### config.mk
export PLATFORM = sky130hd
export DESIGN_NAME = can_control
export DESIGN_NICKNAME = d
export VERILOG_FILES = /design/src/logic/can_control_pkg.sv /design/src/logic/can_control.sv
export VERILOG_INCLUDE_DIRS = /design/src /design/src/logic
export SDC_FILE = /design/constraint.sdc
export NUM_CORES = 1
export LEC_CHECK = 0
export ABC_AREA = 1
export BUFFER_PORTS_ARGS = -buffer_cell sky130_fd_sc_hd__buf_2
export CELL_PAD_IN_SITES_DETAIL_PLACEMENT = 0
export CELL_PAD_IN_SITES_GLOBAL_PLACEMENT = 1
export CORE_ASPECT_RATIO = 0.9
export CORE_UTILIZATION = 38
export CTS_CLUSTER_SIZE = 10
export DETAILED_ROUTE_END_ITERATION = 10
export GPL_ROUTABILITY_DRIVEN = 0
export GPL_TIMING_DRIVEN = 0
export PLACE_DENSITY_LB_ADDON = 0.1
export REMOVE_ABC_BUFFERS = 1
export SYNTH_ARGS = -nofsm -noshare
export SYNTH_HDL_FRONTEND = slang
export SYNTH_SLANG_ARGS = --single-unit
### constraint.sdc
create_clock -name sys_clk -period 2.8 [get_ports sys_clk]
set_input_delay 0.14 -clock sys_clk [delete_from_list [all_inputs] [get_ports sys_clk]]
set_output_delay 0.14 -clock sys_clk [all_outputs]
set_load 0.005 [all_outputs]
### src/logic/can_control_consts.svh
// Bit positions, reset values and timing counts of the CAN control register
`ifndef CAN_CONTROL_CONSTS_SVH
`define CAN_CONTROL_CONSTS_SVH
`define CC_GAP_MSB        31
`define CC_GAP_LSB        28
`define CC_ABORT_BIT      27
`define CC_REQ_MSB        26
`define CC_REQ_LSB        24
`define CC_STAT_MSB       23
`define CC_STAT_LSB       21
`define CC_TXQ_BIT        20
`define CC_STORE_BIT      19
`define CC_SERR_BIT       18
`define CC_ESI_BIT        17
`define CC_RTX_BIT        16
`define CC_BRS_BIT        12
`define CC_BUSY_BIT       11
`define CC_WFT_MSB        10
`define CC_WFT_LSB        9
`define CC_WAKE_BIT       8
`define CC_PXE_BIT        6
`define CC_CRC_BIT        5
`define CC_DN_MSB         4
`define CC_DN_LSB         0
`define CC_RESET_VALUE    32'h0498_0760
`define CC_DN_MAX         5'h12
`define CC_GAP_SAT        4'hc
`define CC_MODE_SETTLE    4'h4
`endif

### src/logic/can_control_pkg.sv
// Types shared by the CAN control register
package can_control_pkg;
   typedef enum logic [2:0] {
      MODE_NORMAL_FD  = 3'b000,
      MODE_SLEEP      = 3'b001,
      MODE_INT_LOOP   = 3'b010,
      MODE_LISTEN     = 3'b011,
      MODE_CONFIG     = 3'b100,
      MODE_EXT_LOOP   = 3'b101,
      MODE_CLASSIC    = 3'b110,
      MODE_RESTRICTED = 3'b111
   } mode_t;

   typedef struct packed {
      logic       transmitQueueEnable;
      logic       eventStoreEnable;
      logic       systemErrorModeSelect;
      logic       gatewayEsiMode;
      logic       retransmitRestrict;
      logic       rateSwitchDisable;
      logic       protocolExceptionDisable;
      logic       standardCrcEnable;
      logic       fdAllowed;
      logic [4:0] dataByteFilterCount;
   } ctrl_t;

   typedef struct packed {
      logic        write;
      logic        read;
      logic [31:0] wdata;
      logic [3:0]  byteEn;
   } reg_req_t;
endpackage : can_control_pkg

### src/logic/can_control.sv
// CAN FD control and mode register with mode sequencing, abort and transmit gap
//
// How it works
// - Gap code doubles from two, saturates 4096
// - Abort bit held until all FIFOs aborted
// - Mode request field selects eight modes
// - Mode status mirrors active mode, config reset
// - Classic-only mode disallows FD frames
// - Queue enable reserves memory for queue
// - Event store bit enables transmit event recording
// - System error goes listen-only or restricted
// - Gateway ESI recessive on message or passive
// - Restrict bit enables per-FIFO attempt limit
// - Disable bit forbids any bit-rate switch
// - Config-only fields written only in config
// - Unimplemented bits read as zero
// - Busy bit shows transmit or receive activity
// - Exception disable picks form error or integrate
// - Standard CRC bit selects stuff count, seed
// - Filter count above eighteen is invalid
`include "can_control_consts.svh"

module can_control #(
   parameter int GAP_CODE_BITS = 4
) (
   // Clock and reset
   input  wire logic                     sys_clk,
   input  wire logic                     rst,
   // Register port
   input  wire can_control_pkg::reg_req_t regReq,
   output logic [31:0]                   regRdata,
   // Protocol engine status
   input  wire logic                     txActive,
   input  wire logic                     rxActive,
   input  wire logic                     modeReady,
   input  wire logic                     systemError,
   input  wire logic                     allAborted,
   input  wire logic                     msgEsi,
   input  wire logic                     errorPassive,
   input  wire logic                     msgBrs,
   input  wire logic                     bitTick,
   input  wire logic                     txDone,
   // Controls to the protocol engine
   output can_control_pkg::ctrl_t        ctrl,
   output can_control_pkg::mode_t        activeMode,
   output logic                          abortRequest,
   output logic                          txEsiRecessive,
   output logic                          txRateSwitch,
   output logic                          txGapHold,
   output logic                          filterCountInvalid
);
   import can_control_pkg::*;

   if (GAP_CODE_BITS != 4) begin : g_bad_gap_bits
      $error("gap code must be 4 bits");
   end

   //--------------------------------------------------------------
   // Register state
   //--------------------------------------------------------------
   logic [3:0]  gapSelect, next_gapSelect;
   logic        abortBit, next_abortBit;
   mode_t       modeRequest, next_modeRequest;
   mode_t       next_activeMode;
   ctrl_t       next_ctrl;
   logic [1:0]  wakeFilterTime, next_wakeFilterTime;
   logic        wakeFilter, next_wakeFilter;
   logic        busy;
   logic [31:0] wr;
   logic [31:0] rdWord;
   logic [3:0]  settle, next_settle;
   logic [12:0] gapCount, next_gapCount;
   logic [12:0] gapLength;
   logic        inConfig;

   assign inConfig = (activeMode == MODE_CONFIG);
   assign wr = regReq.wdata;

   always_comb begin
      next_gapSelect      = gapSelect;
      next_abortBit       = abortBit;
      next_modeRequest    = modeRequest;
      next_ctrl           = ctrl;
      next_wakeFilterTime = wakeFilterTime;
      next_wakeFilter     = wakeFilter;
      if (regReq.write && regReq.byteEn[3]) begin
         next_gapSelect   = wr[`CC_GAP_MSB:`CC_GAP_LSB];
         next_modeRequest = mode_t'(wr[`CC_REQ_MSB:`CC_REQ_LSB]);
         if (wr[`CC_ABORT_BIT]) begin
            next_abortBit = 1'b1;
         end
      end
      if (regReq.write && regReq.byteEn[1]) begin
         next_ctrl.rateSwitchDisable = wr[`CC_BRS_BIT];
         next_wakeFilterTime         = wr[`CC_WFT_MSB:`CC_WFT_LSB];
         if (inConfig) begin
            next_wakeFilter = wr[`CC_WAKE_BIT];
         end
      end
      if (regReq.write && regReq.byteEn[2]) begin
         next_ctrl.systemErrorModeSelect = wr[`CC_SERR_BIT];
         if (inConfig) begin
            next_ctrl.transmitQueueEnable = wr[`CC_TXQ_BIT];
            next_ctrl.eventStoreEnable    = wr[`CC_STORE_BIT];
            next_ctrl.gatewayEsiMode      = wr[`CC_ESI_BIT];
            next_ctrl.retransmitRestrict  = wr[`CC_RTX_BIT];
         end
      end
      if (regReq.write && regReq.byteEn[0] && inConfig) begin
         next_ctrl.protocolExceptionDisable = wr[`CC_PXE_BIT];
         next_ctrl.standardCrcEnable        = wr[`CC_CRC_BIT];
         next_ctrl.dataByteFilterCount      = wr[`CC_DN_MSB:`CC_DN_LSB];
      end
      // Hardware clear only once every FIFO reports done; a set in the same cycle wins
      if (abortBit && allAborted && !(regReq.write && regReq.byteEn[3] && wr[`CC_ABORT_BIT])) begin
         next_abortBit = 1'b0;
      end
      // System error overrides the request with the chosen fallback mode
      if (systemError) begin
         next_modeRequest = next_ctrl.systemErrorModeSelect ? MODE_LISTEN : MODE_RESTRICTED;
      end
      next_ctrl.fdAllowed = (activeMode != MODE_CLASSIC);
   end

   //--------------------------------------------------------------
   // Mode sequencing
   //--------------------------------------------------------------
   always_comb begin
      next_activeMode = activeMode;
      next_settle     = settle;
      if (modeRequest == activeMode) begin
         next_settle = `CC_MODE_SETTLE;
      end else if (settle != 4'h0) begin
         next_settle = settle - 4'h1;
      end else if (modeReady) begin
         next_activeMode = modeRequest;
         next_settle     = `CC_MODE_SETTLE;
      end
   end

   //--------------------------------------------------------------
   // Transmit gap
   //--------------------------------------------------------------
   always_comb begin
      if (gapSelect == 4'h0) begin
         gapLength = 13'h0;
      end else if (gapSelect >= `CC_GAP_SAT) begin
         gapLength = 13'h1000;
      end else begin
         gapLength = 13'h1 << gapSelect;
      end
   end

   always_comb begin
      next_gapCount = gapCount;
      if (txDone) begin
         next_gapCount = gapLength;
      end else if (bitTick && gapCount != 13'h0) begin
         next_gapCount = gapCount - 13'h1;
      end
   end

   always_ff @(posedge sys_clk) begin
      if (rst) begin
         gapSelect      <= 4'h0;
         abortBit       <= 1'b0;
         modeRequest    <= MODE_CONFIG;
         activeMode     <= MODE_CONFIG;
         ctrl           <= '{transmitQueueEnable: 1'b1, eventStoreEnable: 1'b1,
                             protocolExceptionDisable: 1'b1, standardCrcEnable: 1'b1,
                             fdAllowed: 1'b1, default: '0};
         wakeFilterTime <= 2'h3;
         wakeFilter     <= 1'b1;
         settle         <= `CC_MODE_SETTLE;
         gapCount       <= 13'h0;
      end else begin
         gapSelect      <= next_gapSelect;
         abortBit       <= next_abortBit;
         modeRequest    <= next_modeRequest;
         activeMode     <= next_activeMode;
         ctrl           <= next_ctrl;
         wakeFilterTime <= next_wakeFilterTime;
         wakeFilter     <= next_wakeFilter;
         settle         <= next_settle;
         gapCount       <= next_gapCount;
      end
   end

   //--------------------------------------------------------------
   // Derived outputs
   //--------------------------------------------------------------
   assign busy               = txActive | rxActive;
   assign abortRequest       = abortBit;
   assign txGapHold          = (gapCount != 13'h0);
   assign txEsiRecessive     = ctrl.gatewayEsiMode ? (msgEsi | errorPassive) : errorPassive;
   assign txRateSwitch       = msgBrs & ~ctrl.rateSwitchDisable;
   assign filterCountInvalid = (ctrl.dataByteFilterCount > `CC_DN_MAX);

   //--------------------------------------------------------------
   // Read data
   //--------------------------------------------------------------
   always_comb begin
      rdWord = 32'h0;
      rdWord[`CC_GAP_MSB:`CC_GAP_LSB]   = gapSelect;
      rdWord[`CC_ABORT_BIT]             = abortBit;
      rdWord[`CC_REQ_MSB:`CC_REQ_LSB]   = modeRequest;
      rdWord[`CC_STAT_MSB:`CC_STAT_LSB] = activeMode;
      rdWord[`CC_TXQ_BIT]               = ctrl.transmitQueueEnable;
      rdWord[`CC_STORE_BIT]             = ctrl.eventStoreEnable;
      rdWord[`CC_SERR_BIT]              = ctrl.systemErrorModeSelect;
      rdWord[`CC_ESI_BIT]               = ctrl.gatewayEsiMode;
      rdWord[`CC_RTX_BIT]               = ctrl.retransmitRestrict;
      rdWord[`CC_BRS_BIT]               = ctrl.rateSwitchDisable;
      rdWord[`CC_BUSY_BIT]              = busy;
      rdWord[`CC_WFT_MSB:`CC_WFT_LSB]   = wakeFilterTime;
      rdWord[`CC_WAKE_BIT]              = wakeFilter;
      rdWord[`CC_PXE_BIT]               = ctrl.protocolExceptionDisable;
      rdWord[`CC_CRC_BIT]               = ctrl.standardCrcEnable;
      rdWord[`CC_DN_MSB:`CC_DN_LSB]     = ctrl.dataByteFilterCount;
   end

   always_ff @(posedge sys_clk) begin
      if (rst) begin
         regRdata <= `CC_RESET_VALUE;
      end else if (regReq.read) begin
         regRdata <= rdWord;
      end
   end
endmodule : can_control

# After elaboration in Yosys (flattened, before gate mapping)
# Cells that the tools add are included.
dict set report classes {
  reduce_logical 22
  n_eq_ne 3
  n_addsub 2
  shift 1
  bitwise 6
  muxes 12
  n_lt_le_gt_ge 2
}
# op n
set op_table {}
lappend op_table {{13-bit two-way mux} 4}
lappend op_table {{13-bit nonzero test} 1}
lappend op_table {{1-bit by 4-bit left shift with 13-bit output, first input constant} 1}
lappend op_table {{13-bit by 1-bit subtractor with 13-bit output, second input constant} 1}
lappend op_table {{3-bit two-way mux} 4}
lappend op_table {{1-bit logical AND} 9}
lappend op_table {{4-bit two-way mux} 2}
lappend op_table {{2-bit AND reduction} 3}
lappend op_table {{2-bit nonzero test} 3}
lappend op_table {{5-bit greater-than comparator, second input constant} 1}
lappend op_table {{4-bit greater-or-equal comparator, second input constant} 1}
lappend op_table {{4-bit logical NOT} 1}
lappend op_table {{4-bit nonzero test} 1}
lappend op_table {{2-bit OR reduction} 2}
lappend op_table {{4-bit by 1-bit subtractor with 4-bit output, second input constant} 1}
lappend op_table {{3-bit equality test} 1}
lappend op_table {{3-bit equality test, second input constant} 1}
lappend op_table {{3-bit != test, second input constant} 1}
lappend op_table {{1-bit inverter} 3}
lappend op_table {{3-bit AND reduction} 1}
lappend op_table {{2-bit two-way mux} 1}
lappend op_table {{1-bit bitwise OR} 2}
lappend op_table {{1-bit AND} 1}
lappend op_table {{1-bit logical NOT} 1}
lappend op_table {{1-bit two-way mux} 1}
dict set report totals {
  inputBits 50
  elab_cells 67
  out_inout_bits 54
  ff_bits 73
}

# Longest topological paths before layout
dict set report depth {
  word_depth 5
  mapped_depth 11
  ltp_nobuf 10
}

# Worst setup path before layout
# Ideal clock, no wire load.
dict set report synth_path {
  path_kind {flip-flop to flip-flop}
  from {reg gapCount[0]}
  to {reg gapCount[2]}
  arrival_ns 1.246
  n_path_buf 1
  synth_period_minus_slack_ns 1.359
  stages_incl_launch_ff 11
  slack_ns 1.441
  cell_sequence {dfxtp_1 inv_1 ha_1 nand2_2 nor2_2 nand2_2 nand2_4 nand2_4 buf_6 o21ai_1 nor2_1}
}
dict set report synth_between {
  elab_chain_cells 3
  elab_cells_between_ends 6
  classes_between {1 x add/sub; 2 x mux; 3 x reduce/logical}
}
# element line
set synth_lines {}
lappend synth_lines {{start, declared} can_control.sv:72} ;# logic [12:0] gapCount, next_gapCount;
lappend synth_lines {{start signal, assigned} can_control.sv:185} ;# gapCount <= next_gapCount;
lappend synth_lines {{13-bit by 1-bit subtractor with 13-bit output / 13-bit nonzero test (equally long branches)} {can_control.sv:159, can_control.sv:158}}
lappend synth_lines {{13-bit two-way mux / 1-bit logical AND (equally long branches)} can_control.sv:158} ;# end else if (bitTick && gapCount != 13'h0) begin
lappend synth_lines {{13-bit two-way mux / 2-bit nonzero test (equally long branches)} n/a}
# Parallel ways exist; a longest one is shown, timed or not. The select of a mux whose other input is x is not followed.
# A chain may end at the register's enable or synchronous reset.

==> reports/metrics.cfg <==
[yosys]
synthArstFlopShare_pct = 0
yosysTopAreaCellShare_pct = 45.24
synth.distinct_cells = 34
synth_top_area_cell = dfxtp_1
avgSynthCellArea_sq_um = 7.085
ys_ff_latch = 73
synth_edf_count = 0
synth_cells = 456
yosysWarnings = 0
synth_seq_area_share_pct = 45.24
yosys.cell_count.top_type = nand2_1
synthFlopType = dfxtp_1
synth_top_cells_by_count = nand2_1, dfxtp_1, nor2_1
synth.area.top_cells = dfxtp_1, nand2_1, nor2_1
netlist_area_sq_um = 3231

[power]
p_clk_share_pct = 32.5
p_leak_nw = 1.960
power_density_nw_per_um2 = 631.8
p_sw_share_pct = 30.31
ir_drop_mv = 0.3134
p_seq_share_pct = 47.3
p_sw_w = 0.0007700
power_w = 0.002541
p_int_w = 0.001771
combPwrFrac_pct = 20.2

[finish]
drive_gt1_share_pct = 22.06
area_growth_pct = 24.48
num_antenna_cells = 0
finalNonFillerCells = 652
finish.utilization_pct = 49.37
final_nets = 601

[routing]
first_iter_violations = 111
drt_wl_total_um = 7998
num_vias = 3089
wl_per_cell_um = 12.27
drt_pre_antenna_iters = 4
drc = 0
via_per_inst = 4.738
postRouteAntennaNets = 0

[timing]
holdWs_ns = 0.03916
finalCritPeriodShare_pct = 62.85
final_hold_viol_count = 0
tns_ns = 0
relSlewSlack_pct = 50.43
skew_ns = 0.008320
min_period_ns = 1.760
fmax_ghz = 0.5682
rsz0062_at_grt = false
maxSlewViolCount = 0
setup_viol = 0
worstMarginPinSlew_ns = 0.7436

[clock_network]
root_buffer = clkbuf_8
cts_max_level = 3
cts_sinks = 73
cts_buffer_depth = 2
clk_pin_slew_ns = 0.08
cts_resized = 0
numCtsBuffers = 9
cts_tree = yes
clock_latency_ns = 0.34

[floorplan]
start_util_pct = 39.66
row_count = 31
dieWidth_um = 99.19
core_area_sq_um = 8145
chipHeight_um = 89.47
ioPinCount = 104
die_area_sq_um = 8875

[global_routing]
grt_usage_pct = 18.92
overflow = 0
grt_pass1_vias = 2778
grt_start_max_net_pins = 45
antenna_found_initial = 0
grt_pass1_wl_um = 13150

[flow_run]
maxCapViolations = 0

[worst_hold_path]
worstHoldPathType = in -> reg
holdPathStages = 3

[critical_path]
cp_max_fo = 44
critPathLaunch = regReq[36]
critPathLaunchType = input port
r2r-end = gapCount[3]
r2r-start = gapCount[0]
critPathRequiredTime_ns = 3.03
crit_arrival_ns = 1.99
worstRegToRegCells = 10
end_kind = register
rrSetupSlack_ns = 1.18
crit_end = regRdata[11]
critPathKind = in -> reg

[place]
place_inst = 628
port_buffers = 91
hpwl_um = 5714

[run_status]
status = completed

power groups by stage:
stage / Combinational (W) / Sequential [W] / Clock, W
after CTS: 0.000518 / 0.00120 / 0.000864
after global placement: 0.000498 / 0.00122 / 0
final: 0.000512 / 0.00120 / 0.000827
after global routing: 0.000596 / 0.00122 / 0.000902
after floorplan: 0.000330 / 0.00122 / 0
after detailed placement: 0.000506 / 0.00123 / 0
worst min-delay path by stage:
stage	from	to	slack [ns]
finish	regReq[12]	wakeFilter	0.04
global route	regReq[12]	wakeFilter	0.02
CTS	regReq[12]	wakeFilter	0.02
detailed placement	regReq[13]	wakeFilterTime[0]	0.35
global placement	regReq[13]	wakeFilterTime[0]	0.34
floorplan	rst	abortRequest	0.21
cell usage in the layout (no fill, tap or decap), drive strengths merged:
master and count:
a211oi 2, a21o 1, a21oi 38, a31oi 1, a32oi 1, buf 92
bufinv 1, clkbuf 11, clkinv 1, clkinvlp 2, conb 4, dfxtp 73
dlygate4sd3 9, ha 2, inv 45, nand2 100, nand3 36, nand3b 4
nand4 2, nor2 69, nor3 6, nor4 1, o2111ai 1, o21a 1
o21ai 44, o22ai 1, o31ai 1, or3 1, xnor2 3
state kept, by name (all words and copies together), names as in the netlist:
name,cells
modeRequest,3
regRdata,28
wakeFilterTime,2
activeMode,3
gapSelect,4
settle,4
ctrl,14
wakeFilter,1
gapCount,13
abortRequest,1
what timing repair did:
| item | CTS | global route |
|---|---|---|
| endpoints found under the setup margin | 0 | 0 |
| hold buffers | 9 | 0 |
| hold endpoints to repair | 8 | 0 |
| setup buffers | 0 | 0 |
kinds of logic (layout without fill, tap and decap cells):
group	Yosys count	count (layout)	synth area share (%)
adders and majority gates	2	2	0.7745
buffers and inverters	67	161	8.714
DFF	73	73	45.24
AOI/OAI and AO/OA	91	91	14.80
xor gates and xnor gates	3	3	0.8135
other	1	4	0.1161
and+or+nand+nor	219	219	29.55
routing by layer:
metal / up-vias / share of wire, % / global-route usage (%)
li1: 1653 / - / -
met1: 1362 / 49 / 24.44
met2: 70 / 46 / 31.66
met3: 4 / 4.2 / 4.926
met4: 0 / 0.40 / 5.214
met5: - / 0 / 0
stage by stage:
step	setup WS [ns]	area [sq um]
2_1_floorplan	1.417	3129
3_3_place_gp	0.5064	3709
3_5_place_dp	1.186	3736
4_1_cts	1.042	4021
5_1_grt	0.8264	4021
6_report	1.040	4021
area by class of cell:
cell class	instances	area, sq um
fillers	832	4124
repair buffers	101	573.1
clock inverters	4	53.80
flip-flops and latches	73	1461
inverters	45	168.9
well taps	99	123.9
multi-input cells	319	1499
clock buffers	11	141.4
worst max-delay path: stages:
cell and delay [ns]:
buf_2 0.56, inv_1 0.44, nor3_1 0.22, dlygate4sd3_1 0.57, nor2_1 0.04
(Power assumes the default switching activity.)
